File: src/design/fphd_cfg.svh
`ifndef FPHD_CFG_SVH
`define FPHD_CFG_SVH

// header dword field positions
`define FPHD_LEN_HI 31
`define FPHD_LEN_LO 24
`define FPHD_MAJ_HI 23
`define FPHD_MAJ_LO 16
`define FPHD_MIN_HI 15
`define FPHD_MIN_LO 8
`define FPHD_LSB_HI 7
`define FPHD_LSB_LO 0
`define FPHD_MSB_HI 31
`define FPHD_MSB_LO 24
`define FPHD_PTR_HI 23
`define FPHD_PTR_LO 0
`define FPHD_ALIGN_HI 1
`define FPHD_ALIGN_LO 0

// identifier ranges
`define FPHD_MSB_RSVD 8'h00
`define FPHD_MSB_VEND_LO 8'h01
`define FPHD_MSB_VEND_HI 8'h7f
`define FPHD_MSB_STD_LO 8'h80
`define FPHD_MSB_BASIC 8'hff
`define FPHD_LSB_BASIC 8'h00

// assigned identifiers
`define FPHD_ID_BASIC 16'hff00
`define FPHD_ID_SECTOR_MAP 16'hff81
`define FPHD_ID_FOUR_BYTE 16'hff84
`define FPHD_ID_MONO_CTR 16'hff03
`define FPHD_ID_OCTAL_DDR 16'hff0a
`define FPHD_ID_QUAD_DDR 16'hff8d
`define FPHD_ID_XSPI_P1 16'hff05
`define FPHD_ID_XSPI_P2 16'hff06

// header walk and address arithmetic
`define FPHD_FIRST_HDR 24'h000008
`define FPHD_HDR_BYTES 24'h000008
`define FPHD_BYTE_SHIFT 2
`define FPHD_WORD_SHIFT 1
`define FPHD_ONE8 8'h01
`define FPHD_ZERO8 8'h00
`define FPHD_ZERO2 2'h0

`endif

File: src/design/fphd_pkg.sv
package fphd_pkg;

  typedef enum logic [2:0] {
    CL_NONE = 3'b000,
    CL_BASIC = 3'b001,
    CL_VEND_SPEC = 3'b010,
    CL_VEND_FUNC = 3'b011,
    CL_STD_FUNC = 3'b100,
    CL_ILLEGAL = 3'b101
  } fphd_class_e;

  typedef enum logic [3:0] {
    TB_UNKNOWN = 4'b0000,
    TB_BASIC = 4'b0001,
    TB_SECTOR_MAP = 4'b0010,
    TB_FOUR_BYTE = 4'b0011,
    TB_MONOTONIC_COUNTER_TABLE = 4'b0100,
    TB_OCTAL_DDR = 4'b0101,
    TB_QUAD_DDR = 4'b0110,
    TB_XSPI_P1 = 4'b0111,
    TB_XSPI_P2 = 4'b1000
  } fphd_table_e;

  typedef enum logic {
    ST_IDLE = 1'b0,
    ST_WALK = 1'b1
  } fphd_state_e;

  typedef struct packed {
    logic [7:0] table_length;
    logic [7:0] major_rev;
    logic [7:0] minor_rev;
    logic [15:0] param_id;
    logic [23:0] table_start_pointer;
    fphd_class_e cls;
    fphd_table_e table_kind;
    logic [7:0] vendor_bank;
    logic [7:0] vendor_code;
    logic [23:0] dword_addr;
    logic err_illegal;
    logic err_reserved;
    logic err_align;
    logic err_lsb_basic;
    logic error;
  } fphd_result_s;

endpackage

File: src/design/fphd_decoder.sv
`timescale 1ns/100ps
`include "fphd_cfg.svh"
// How it works
// RL1 - second header dword bits 31:24 carry the identifier high byte
// RL2 - second dword low 24 bits are the table pointer, dword aligned
// RL3 - high byte 01h-7Fh with odd low byte: vendor-specific table
// RL4 - high byte 01h-7Fh with even low byte: vendor function table
// RL5 - high byte 80h-FFh with even low byte: standard function table
// RL6 - high byte 80h-FFh with odd low byte is illegal and flagged
// RL7 - low byte 00h must pair with high byte FFh only
// RL8 - low byte 00h alone identifies the basic table
// RL9 - high byte 00h is reserved, never used
// RL10 - vendor high byte 01h-7Fh gives the maker's bank number
// RL11 - maker code is seven data bits plus odd parity on top
// RL12 - recognise FF00 basic, FF81 sector map, FF84 four-byte table
// RL13 - recognise FF03 counters, FF0A octal and FF8D quad mode tables
// RL14 - recognise FF05, FF06 profile tables; FF0F stays unknown
// RL15 - byte address of dword n is pointer plus (n-1) times four
// RL16 - in profile 2.0 address is pointer plus (n-1) times two
// RL17 - older basic header revisions are not required
// RL18 - optional headers may be absent and are tolerated
// RL19 - vendor-specific tables report the owning vendor code
// RL20 - first dword holds length, major, minor, identifier low byte
// RL21 - headers are two dwords, contiguous from 08h, count from field
// RL22 - flag illegal id, reserved high byte zero, unaligned pointer (alignment is not checked in profile 2.0 mode)
module fphd_decoder (
  input wire logic clk,
  input wire logic rst_b,
  input wire logic walk_start,
  input wire logic [7:0] header_count_field,
  input wire logic hdr_valid,
  input wire logic [31:0] hdr_dword1,
  input wire logic [31:0] hdr_dword2,
  input wire logic profile2_mode,
  input wire logic [7:0] dword_index,
  output fphd_pkg::fphd_result_s result,
  output logic result_valid,
  output logic [23:0] hdr_offset,
  output logic walk_busy,
  output logic walk_done,
  output logic basic_seen
);

  fphd_pkg::fphd_state_e state;
  fphd_pkg::fphd_state_e next_state;
  fphd_pkg::fphd_result_s next_result;
  logic [7:0] hdr_index;
  logic [7:0] id_msb;
  logic [7:0] id_lsb;
  logic [15:0] id_full;
  logic [23:0] ptr;
  logic [7:0] n_m1;
  logic lsb_odd;
  logic last_hdr;

  assign id_msb = hdr_dword2[`FPHD_MSB_HI:`FPHD_MSB_LO]; // RL1
  assign id_lsb = hdr_dword1[`FPHD_LSB_HI:`FPHD_LSB_LO]; // RL20
  assign id_full = {id_msb, id_lsb};
  assign ptr = hdr_dword2[`FPHD_PTR_HI:`FPHD_PTR_LO]; // RL2
  assign n_m1 = dword_index - `FPHD_ONE8;
  assign lsb_odd = ^id_lsb; // RL11
  // header_count_field holds count minus one
  assign last_hdr = (hdr_index == header_count_field); // RL21

  always_comb begin
    next_result = '0;
    next_result.table_length = hdr_dword1[`FPHD_LEN_HI:`FPHD_LEN_LO]; // RL20
    next_result.major_rev = hdr_dword1[`FPHD_MAJ_HI:`FPHD_MAJ_LO]; // RL20
    next_result.minor_rev = hdr_dword1[`FPHD_MIN_HI:`FPHD_MIN_LO]; // RL20
    next_result.param_id = id_full;
    next_result.table_start_pointer = ptr;
    // low byte 00h wins first so legacy-style ids still read basic
    if (id_lsb == `FPHD_LSB_BASIC) begin
      next_result.cls = fphd_pkg::CL_BASIC; // RL8
    end else if (id_msb == `FPHD_MSB_RSVD) begin
      next_result.cls = fphd_pkg::CL_NONE; // RL9
    end else if (id_msb <= `FPHD_MSB_VEND_HI) begin
      if (lsb_odd) begin
        next_result.cls = fphd_pkg::CL_VEND_SPEC; // RL3
        next_result.vendor_code = id_lsb; // RL19
      end else begin
        next_result.cls = fphd_pkg::CL_VEND_FUNC; // RL4
      end
      next_result.vendor_bank = id_msb; // RL10
    end else if (lsb_odd) begin
      next_result.cls = fphd_pkg::CL_ILLEGAL; // RL6
    end else begin
      next_result.cls = fphd_pkg::CL_STD_FUNC; // RL5
    end
    if (id_lsb == `FPHD_LSB_BASIC) begin
      next_result.table_kind = fphd_pkg::TB_BASIC; // RL8
    end else begin
      case (id_full)
        `FPHD_ID_SECTOR_MAP: next_result.table_kind =
          fphd_pkg::TB_SECTOR_MAP; // RL12
        `FPHD_ID_FOUR_BYTE: next_result.table_kind =
          fphd_pkg::TB_FOUR_BYTE; // RL12
        `FPHD_ID_MONO_CTR: next_result.table_kind =
          fphd_pkg::TB_MONOTONIC_COUNTER_TABLE; // RL13
        `FPHD_ID_OCTAL_DDR: next_result.table_kind =
          fphd_pkg::TB_OCTAL_DDR; // RL13
        `FPHD_ID_QUAD_DDR: next_result.table_kind =
          fphd_pkg::TB_QUAD_DDR; // RL13
        `FPHD_ID_XSPI_P1: next_result.table_kind =
          fphd_pkg::TB_XSPI_P1; // RL14
        `FPHD_ID_XSPI_P2: next_result.table_kind =
          fphd_pkg::TB_XSPI_P2; // RL14
        default: next_result.table_kind = fphd_pkg::TB_UNKNOWN; // RL14
      endcase
    end
    // word pointer in profile 2.0 halves the dword stride
    if (profile2_mode) begin
      next_result.dword_addr = ptr +
        (24'(n_m1) << `FPHD_WORD_SHIFT); // RL16
    end else begin
      next_result.dword_addr = ptr +
        (24'(n_m1) << `FPHD_BYTE_SHIFT); // RL15
    end
    next_result.err_illegal = (id_msb >= `FPHD_MSB_STD_LO) && lsb_odd; // RL6
    next_result.err_reserved = (id_msb == `FPHD_MSB_RSVD); // RL9
    // alignment only checked on byte pointers
    next_result.err_align = !profile2_mode &&
      (ptr[`FPHD_ALIGN_HI:`FPHD_ALIGN_LO] != `FPHD_ZERO2); // RL2
    next_result.err_lsb_basic = (id_lsb == `FPHD_LSB_BASIC) &&
      (id_msb != `FPHD_MSB_BASIC); // RL7
    next_result.error = next_result.err_illegal | next_result.err_reserved |
      next_result.err_align | next_result.err_lsb_basic; // RL22
  end

  always_ff @(posedge clk or negedge rst_b) begin
    if (!rst_b) begin
      result <= '0;
      result_valid <= 1'b0;
    end else begin
      result_valid <= hdr_valid;
      if (hdr_valid) begin
        result <= next_result;
      end
    end
  end

  always_comb begin
    next_state = state;
    case (state)
      fphd_pkg::ST_IDLE: begin
        if (walk_start) begin
          next_state = fphd_pkg::ST_WALK;
        end
      end
      fphd_pkg::ST_WALK: begin
        if (walk_start) begin
          next_state = fphd_pkg::ST_WALK;
        end else if (hdr_valid && last_hdr) begin
          next_state = fphd_pkg::ST_IDLE; // RL21
        end
      end
      default: next_state = fphd_pkg::ST_IDLE;
    endcase
  end

  always_ff @(posedge clk or negedge rst_b) begin
    if (!rst_b) begin
      state <= fphd_pkg::ST_IDLE;
      walk_busy <= 1'b0;
      walk_done <= 1'b0;
    end else begin
      state <= next_state;
      walk_busy <= (next_state == fphd_pkg::ST_WALK);
      walk_done <= (state == fphd_pkg::ST_WALK) && !walk_start &&
        hdr_valid && last_hdr;
    end
  end

  always_ff @(posedge clk or negedge rst_b) begin
    if (!rst_b) begin
      hdr_index <= `FPHD_ZERO8;
      hdr_offset <= `FPHD_FIRST_HDR;
    end else if (walk_start) begin
      hdr_index <= `FPHD_ZERO8;
      hdr_offset <= `FPHD_FIRST_HDR; // RL21
    end else if (state == fphd_pkg::ST_WALK && hdr_valid) begin
      hdr_index <= hdr_index + `FPHD_ONE8;
      hdr_offset <= hdr_offset + `FPHD_HDR_BYTES; // RL21
    end
  end

  // no demand for older revisions or optional headers: only notes basic
  always_ff @(posedge clk or negedge rst_b) begin
    if (!rst_b) begin
      basic_seen <= 1'b0;
    end else if (hdr_valid && id_lsb == `FPHD_LSB_BASIC) begin
      basic_seen <= 1'b1; // RL17
    end else if (walk_start) begin
      basic_seen <= 1'b0; // RL18
    end
  end

  logic [23:0] chk_exp_byte;
  logic [23:0] chk_exp_word;
  assign chk_exp_byte = ptr + 24'(n_m1) * 24'h000004;
  assign chk_exp_word = ptr + 24'(n_m1) * 24'h000002;
endmodule // fphd_decoder

File: config.mk
export PLATFORM = sky130hd
export DESIGN_NAME = fphd_decoder
export DESIGN_NICKNAME = d
export VERILOG_FILES = /design/src/design/fphd_pkg.sv /design/src/design/fphd_decoder.sv
export VERILOG_INCLUDE_DIRS = /design/src /design/src/design
export SDC_FILE = /design/constraint.sdc
export NUM_CORES = 1
export LEC_CHECK = 0
export BUFFER_PORTS_ARGS = -buffer_cell sky130_fd_sc_hd__buf_4
export CORE_UTILIZATION = 48
export CTS_BUF_LIST = sky130_fd_sc_hd__clkbuf_8
export CTS_CLUSTER_SIZE = 10
export DETAILED_ROUTE_END_ITERATION = 10
export GPL_TIMING_DRIVEN = 1
export MAX_ROUTING_LAYER = met4
export PLACE_DENSITY = 0.78
export SKIP_CTS_REPAIR_TIMING = 1
export SYNTH_ARGS = -nofsm -noshare
export SYNTH_HDL_FRONTEND = slang
export SYNTH_SLANG_ARGS = --single-unit
File: constraint.sdc
create_clock -name clk -period 1.55 [get_ports clk]
set_input_delay 0.2325 -clock clk [delete_from_list [all_inputs] [get_ports clk]]
set_output_delay 0.2325 -clock clk [all_outputs]
set_load 0.02 [all_outputs]
# After elaboration in Yosys (flattened, before gate mapping)

Cells that the tools add are included.

Add/sub/neg operators: 5
$mul: 0
Divide/modulo/power cells: 0
$lt $le $gt $ge: 2
Equal/unequal tests: 9
Shifts and indexed selects: 0
Muxes and demuxes: 22
Bitwise gates (word level): 4
Reduce and logical (&&, ||, !) cells: 17

Operators with widths:

| cell                  | count |
|---|---|
| $eq 16x16->1 const B  | 7 |
| $mux 24               | 3 |
| $mux 16               | 3 |
| $pmux 4 s7            | 1 |
| $add 24x10->24        | 1 |
| $add 24x4->24 const B | 1 |
| $add 24x9->24         | 1 |
| $mux 8                | 3 |
| $logic_not 8->1       | 2 |
| $logic_and 1x1->1     | 9 |
| $mux 3                | 3 |
| $add 8x1->8 const B   | 1 |
| $eq 8x8->1            | 1 |
| $ge 8x8->1 const B    | 1 |
| $le 8x7->1 const B    | 1 |
| $ne 8x8->1 const B    | 1 |
| $reduce_xor 8->1      | 1 |
| $sub 8x1->8 const B   | 1 |
| $mux 1                | 7 |
| $reduce_bool 2->1     | 3 |
| $mux 4                | 1 |
| $or 1x1->1            | 3 |
| $logic_not 1->1       | 2 |
| $pmux 1 s2            | 1 |
| $not 1->1             | 1 |

Flip-flop bits (word level): 152
Bits in latches: 0
Bits in writable memories: 0
Bits in read-only memories: 0
Bits of input ports: 85
Output and inout port bits: 144
Memories: 0

# Longest topological paths before layout

Depth after elaboration: 5
Gate-level depth with buffers: 13
Depth with buffers taken out: 12

# Least setup slack after synthesis

OpenSTA, ideal clock, no wires.

Path kind: input-to-reg
Start point: input dword_index[0]
End point: register result[28] (netlist name)
Setup time: 125 ps
Arrival time: 2355 ps
Data required time: 1425 ps
Path slack: -930 ps
Cell stages on the path: 12
Buffers on the path: 0
Path through: inv_1 -> ha_1 -> nand2_1 -> nor3_1 -> xor2_1 -> ha_1 -> or3_1 -> a211o_1 -> o22ai_4 -> nor3_1 -> xor2_1 -> mux2_2

Word-level cells in the longest chain between the ends: 3
Elaborated cells on any way between the ends: 4
Those cells by class: add/sub: 3; mux: 1

RTL lines:

| item                                            | RTL line            | source |
|---|---|---|
| from (decl)                                     | fphd_decoder.sv:35  | `input wire logic [7:0] dword_index,` |
| $sub 8x1->8 (no source line) (*)                | n/a                 |  |
| $add 24x10->24 or $add 24x9->24 (tied branches) | n/a                 |  |
| $mux 24 (*)                                     | fphd_decoder.sv:112 | `if (profile2_mode) begin` |
| to (signal assigned)                            | fphd_decoder.sv:137 | `result <= next_result;` |
| to (decl)                                       | fphd_decoder.sv:36  | `output fphd_pkg::fphd_result_s result,` |

Mark *: on every way between the ends. The rest lies on a longest branch, timed or not.
A chain may end at the register's enable or synchronous reset.

# Final worst setup path

Start point: input dword_index[2]
End point: register result[26] (netlist name)

Same word-level chain as after synthesis.

==> flow_summary_export.csv <==
group,metric,value,unit
run_status,run_status,"finished with violations",
run_status,failed_checks,"setup timing",
synth,yosys_warnings,0,
place,gp_congestion,0.911,
timing,fmax,444,MHz
grt,overflow,0,
worst_setup_path,crit_arrival,2.58,ns
detailed_routing,viasPerCell,5.46,
synth,ys_seq_elements,148,
synth,syn_inst,672,
worst_setup_path,r2r-end,"hdr_offset[19]",
detailed_routing,routedWlPerCell,17.8,µm
layout,synthToLayoutAreaGrowth,56.8,%
worst_setup_path,crit_chain,"buf_8, nor2_4, nand3_4, nor2_4, xor2_2, ha_2, or3_1, a211o_1, o22ai_4, buf_6, nor3_1, xnor2_1, a21oi_1",
worst_setup_path,cp-start-kind,"input port",
synth,yosysUniqueCellTypes,64,
worst_setup_path,cp-end-kind,"flip-flop",
timing,hold_violations,0,
detailed_routing,drc_errors,0,
clocking,clkTransAtPathRegs,0.09,ns
timing,drv_slew,0,
pwr,ir_worst_vdd,604,µV
layout,diodes,0,
timing,skew,0.00921,ns
worst_setup_path,r2r-start,"hdr_offset[3]",
die,die_area,16000,µm²
timing,finalCritPeriodShare,145,%
layout,drive_gt1_share,52.0,%
layout,fin_util,76.9,%
timing,period_needed,2.25,ns
die,row_count,45,
flow_run,cap_violations,0,
synth,synth-seq-area-share,49.7,%
place,dp_hpwl,15100,µm
detailed_routing,drt-total-wl,22200,µm
synth,synth_top_flop_cell,"dfrtp_1",
grt,first_global_vias,6636,
worst_setup_path,critPathRequiredTime,1.88,ns
worst_setup_path,crit_top_cell,"nor2_4",
detailed_routing,drtPass1Iterations,4,
synth,avgSynthCellArea,11.1,µm²
layout,layout.nets,1163,
clocking,clock_tree.root_cell,"clkbuf_8",
place,dp_cells,1182,
place,port_buffers,225,
clocking,cts_sinks,148,
synth,synth_edf_count,0,
worst_setup_path,max_stage_delay,0.40,ns
worst_setup_path,reg2reg_depth,6,
worst_setup_path,cpMaxStageDelayCell,"or3_1",
worst_setup_path,worst-path-max-fanout,4,
clocking,clk_latency,0.45,ns
clocking,cts_inserted_buffers,17,
grt,antenna_found_initial,0,
die,ios,229,
detailed_routing,vias,6803,
worst_hold_path,hold_path_class,"in -> reg",
timing,hold_slack,0.0191,ns
timing,setup_viol,21,
synth,async_flop_share,100,%
worst_hold_path,hp-start,"hdr_dword1[24]",
grt,grt_util_all_layers,26.7,%
pwr,leakagePower,5.50,nW
die,die_h,127,µm
clocking,cts_tree,"built",
worst_setup_path,ff2ff_setup_slack,-0.04,ns
clocking,cts_buffer_depth,2,
die,initial_core_util,49.0,%
timing,setup_slack,-0.704,ns
die,die_w,127,µm
die,placeableCoreArea,15200,µm²
grt,grt_start_max_net_pins,50,
pwr,powerDensity,929,nW/µm²
layout,n_fill_cell,964,
detailed_routing,ant_nets,0,
timing,rsz0062_at_grt,"true",
worst_setup_path,critPathKind,"in -> reg",
synth,synth_area,7450,µm²
detailed_routing,drt_iter0_drc,467,
worst_hold_path,holdPathEnd,"result[108]",
grt,grt_pass1_wl,32700,µm
clocking,htreeDepth,4,
layout,fin_cells,1245,
worst_hold_path,hold_path_depth,2,
metrics by stage:
| step | setup slack [ns] | power (W) | instance area, µm² | TNS [ns] |
|---|---|---|---|---|
| 6_report | -0.704 | 0.0109 | 11700 | -10.09 |
| 5_1_grt | -0.745 | 0.0113 | 11700 | -11.84 |
| 3_3_place_gp | -1.10 | 0.00729 | 10400 | -20.95 |
| 4_1_cts | -0.681 | 0.0105 | 10800 | -10.15 |
| 2_1_floorplan | -0.835 | 0.00589 | 7630 | -10.62 |
| 3_5_place_dp | -1.16 | 0.00735 | 10400 | -22.18 |
sequential cells by signal, indices dropped and copies added, names as in the netlist:
signal,cells
basic_seen,1
result_valid,1
hdr_index,8
hdr_offset,21
result,115
state,1
walk_done,1
Yosys cell counts, drive strengths merged (4+ instances only):
master   count  area, µm²
nor4         6       43.8
nor3        17       95.1
a211oi       7       52.6
a21o         6       45.0
nand2       33        124
dfrtp      147       3680
o31ai        5       37.5
ha          32        400
o2bb2ai      4       35.0
inv         23       86.3
mux2i        5       50.1
nand2b       4       25.0
a21oi       31        155
buf         12       70.1
a22o        16        140
xor2        40        350
clkbuf      19       71.3
and4         4       35.0
nand3       26        130
o21ai       12       60.1
nor2        63        236
and3         9       56.3
a31oi        4       25.0
nand4       16        106
a2111o       5       56.3
xnor2       20        175
mux2        65        732
layer usage:
layer / wire [µm] / part of all wire (%) / GRT usage [%]
met4: 549 / 2.5 / 8.08
met3: 1300 / 5.9 / 6.16
met2: 11500 / 52 / 45.1
met5: 0 / 0 / -
met1: 8880 / 40 / 31.9
power breakdown:
| part | internal, W | switching (W) |
|---|---|---|
| Combinational | 0.00160 | 0.00166 |
| Clock | 0.00163 | 0.00155 |
| Sequential | 0.00420 | 0.000214 |
layout make-up:
class                           count  area [µm²]  area share (%)
Timing Repair Buffer              382        3070            26.2
Inverter                           23         114           0.974
Clock inverter                     14         164            1.40
Multi-Input combinational cell    472        4150            35.5
Sequential cell                   148        3710            31.7
Tap cell                          188         235            2.01
Clock buffer                       18         248            2.12
worst max-delay path: cells and delay by family:
kind                     cells  cell delay (ns)
AND/OR/NAND/NOR              5             0.92
buffers and inverters        2             0.28
XOR/XNOR                     2             0.28
AO/OA/AOI/OAI                3             0.67
adder cells (fa/ha/maj)      1             0.20
how the worst max path moves through the flow:
stage	end	cells after the start	slack, ns	startpoint
after floorplan	result[28]	12	-0.83	dword_index[1]
after global routing	result[20]	13	-0.74	dword_index[2]
final	result[26]	13	-0.70	dword_index[2]
after global placement	result[28]	13	-1.10	dword_index[1]
after CTS	result[28]	13	-0.68	dword_index[1]
after detailed placement	result[28]	13	-1.16	dword_index[1]
logic make-up (layout without fill, tap and decap cells):
kind of cell / Yosys count / count (layout) / share of synthesized area (%)
DFF: 148 / 148 / 49.7
muxes: 70 / 70 / 10.5
and+or+nand+nor: 193 / 193 / 12.9
adders and majority gates: 34 / 34 / 5.91
buffers and inverters: 54 / 437 / 3.06
other: 1 / 3 / 0.0503
xor gates and xnor gates: 60 / 60 / 7.05
AOI/OAI and AO/OA: 112 / 112 / 10.8
layout by cell type (no fill, tap or decap), types with 4 or more instances in the layout:
cell / netlist / final
dfrtp_1: 147 / 146
xnor2_1: 20 / 19
dlygate4sd3_1: 0 / 17
nor2_4: 0 / 5
a21oi_2: 0 / 6
nor2_2: 0 / 4
mux2i_1: 5 / 5
nand3_1: 26 / 20
nor3_1: 15 / 7
nand4_1: 15 / 15
buf_6: 1 / 13
o2bb2ai_1: 4 / 4
buf_12: 0 / 6
and3_1: 9 / 9
xor2_1: 40 / 37
nor3_2: 2 / 5
o21ai_0: 10 / 7
clkbuf_8: 0 / 18
ha_1: 32 / 17
nor3_4: 0 / 5
mux2_2: 65 / 63
nor2_1: 63 / 54
nand2b_1: 4 / 4
ha_4: 0 / 12
a21oi_1: 31 / 24
inv_1: 21 / 21
buf_4: 4 / 343
nand2_1: 33 / 29
a21o_1: 6 / 6
a22o_1: 16 / 16
a2111o_1: 5 / 5
nand3_2: 0 / 5
(Power assumes the default switching activity.)
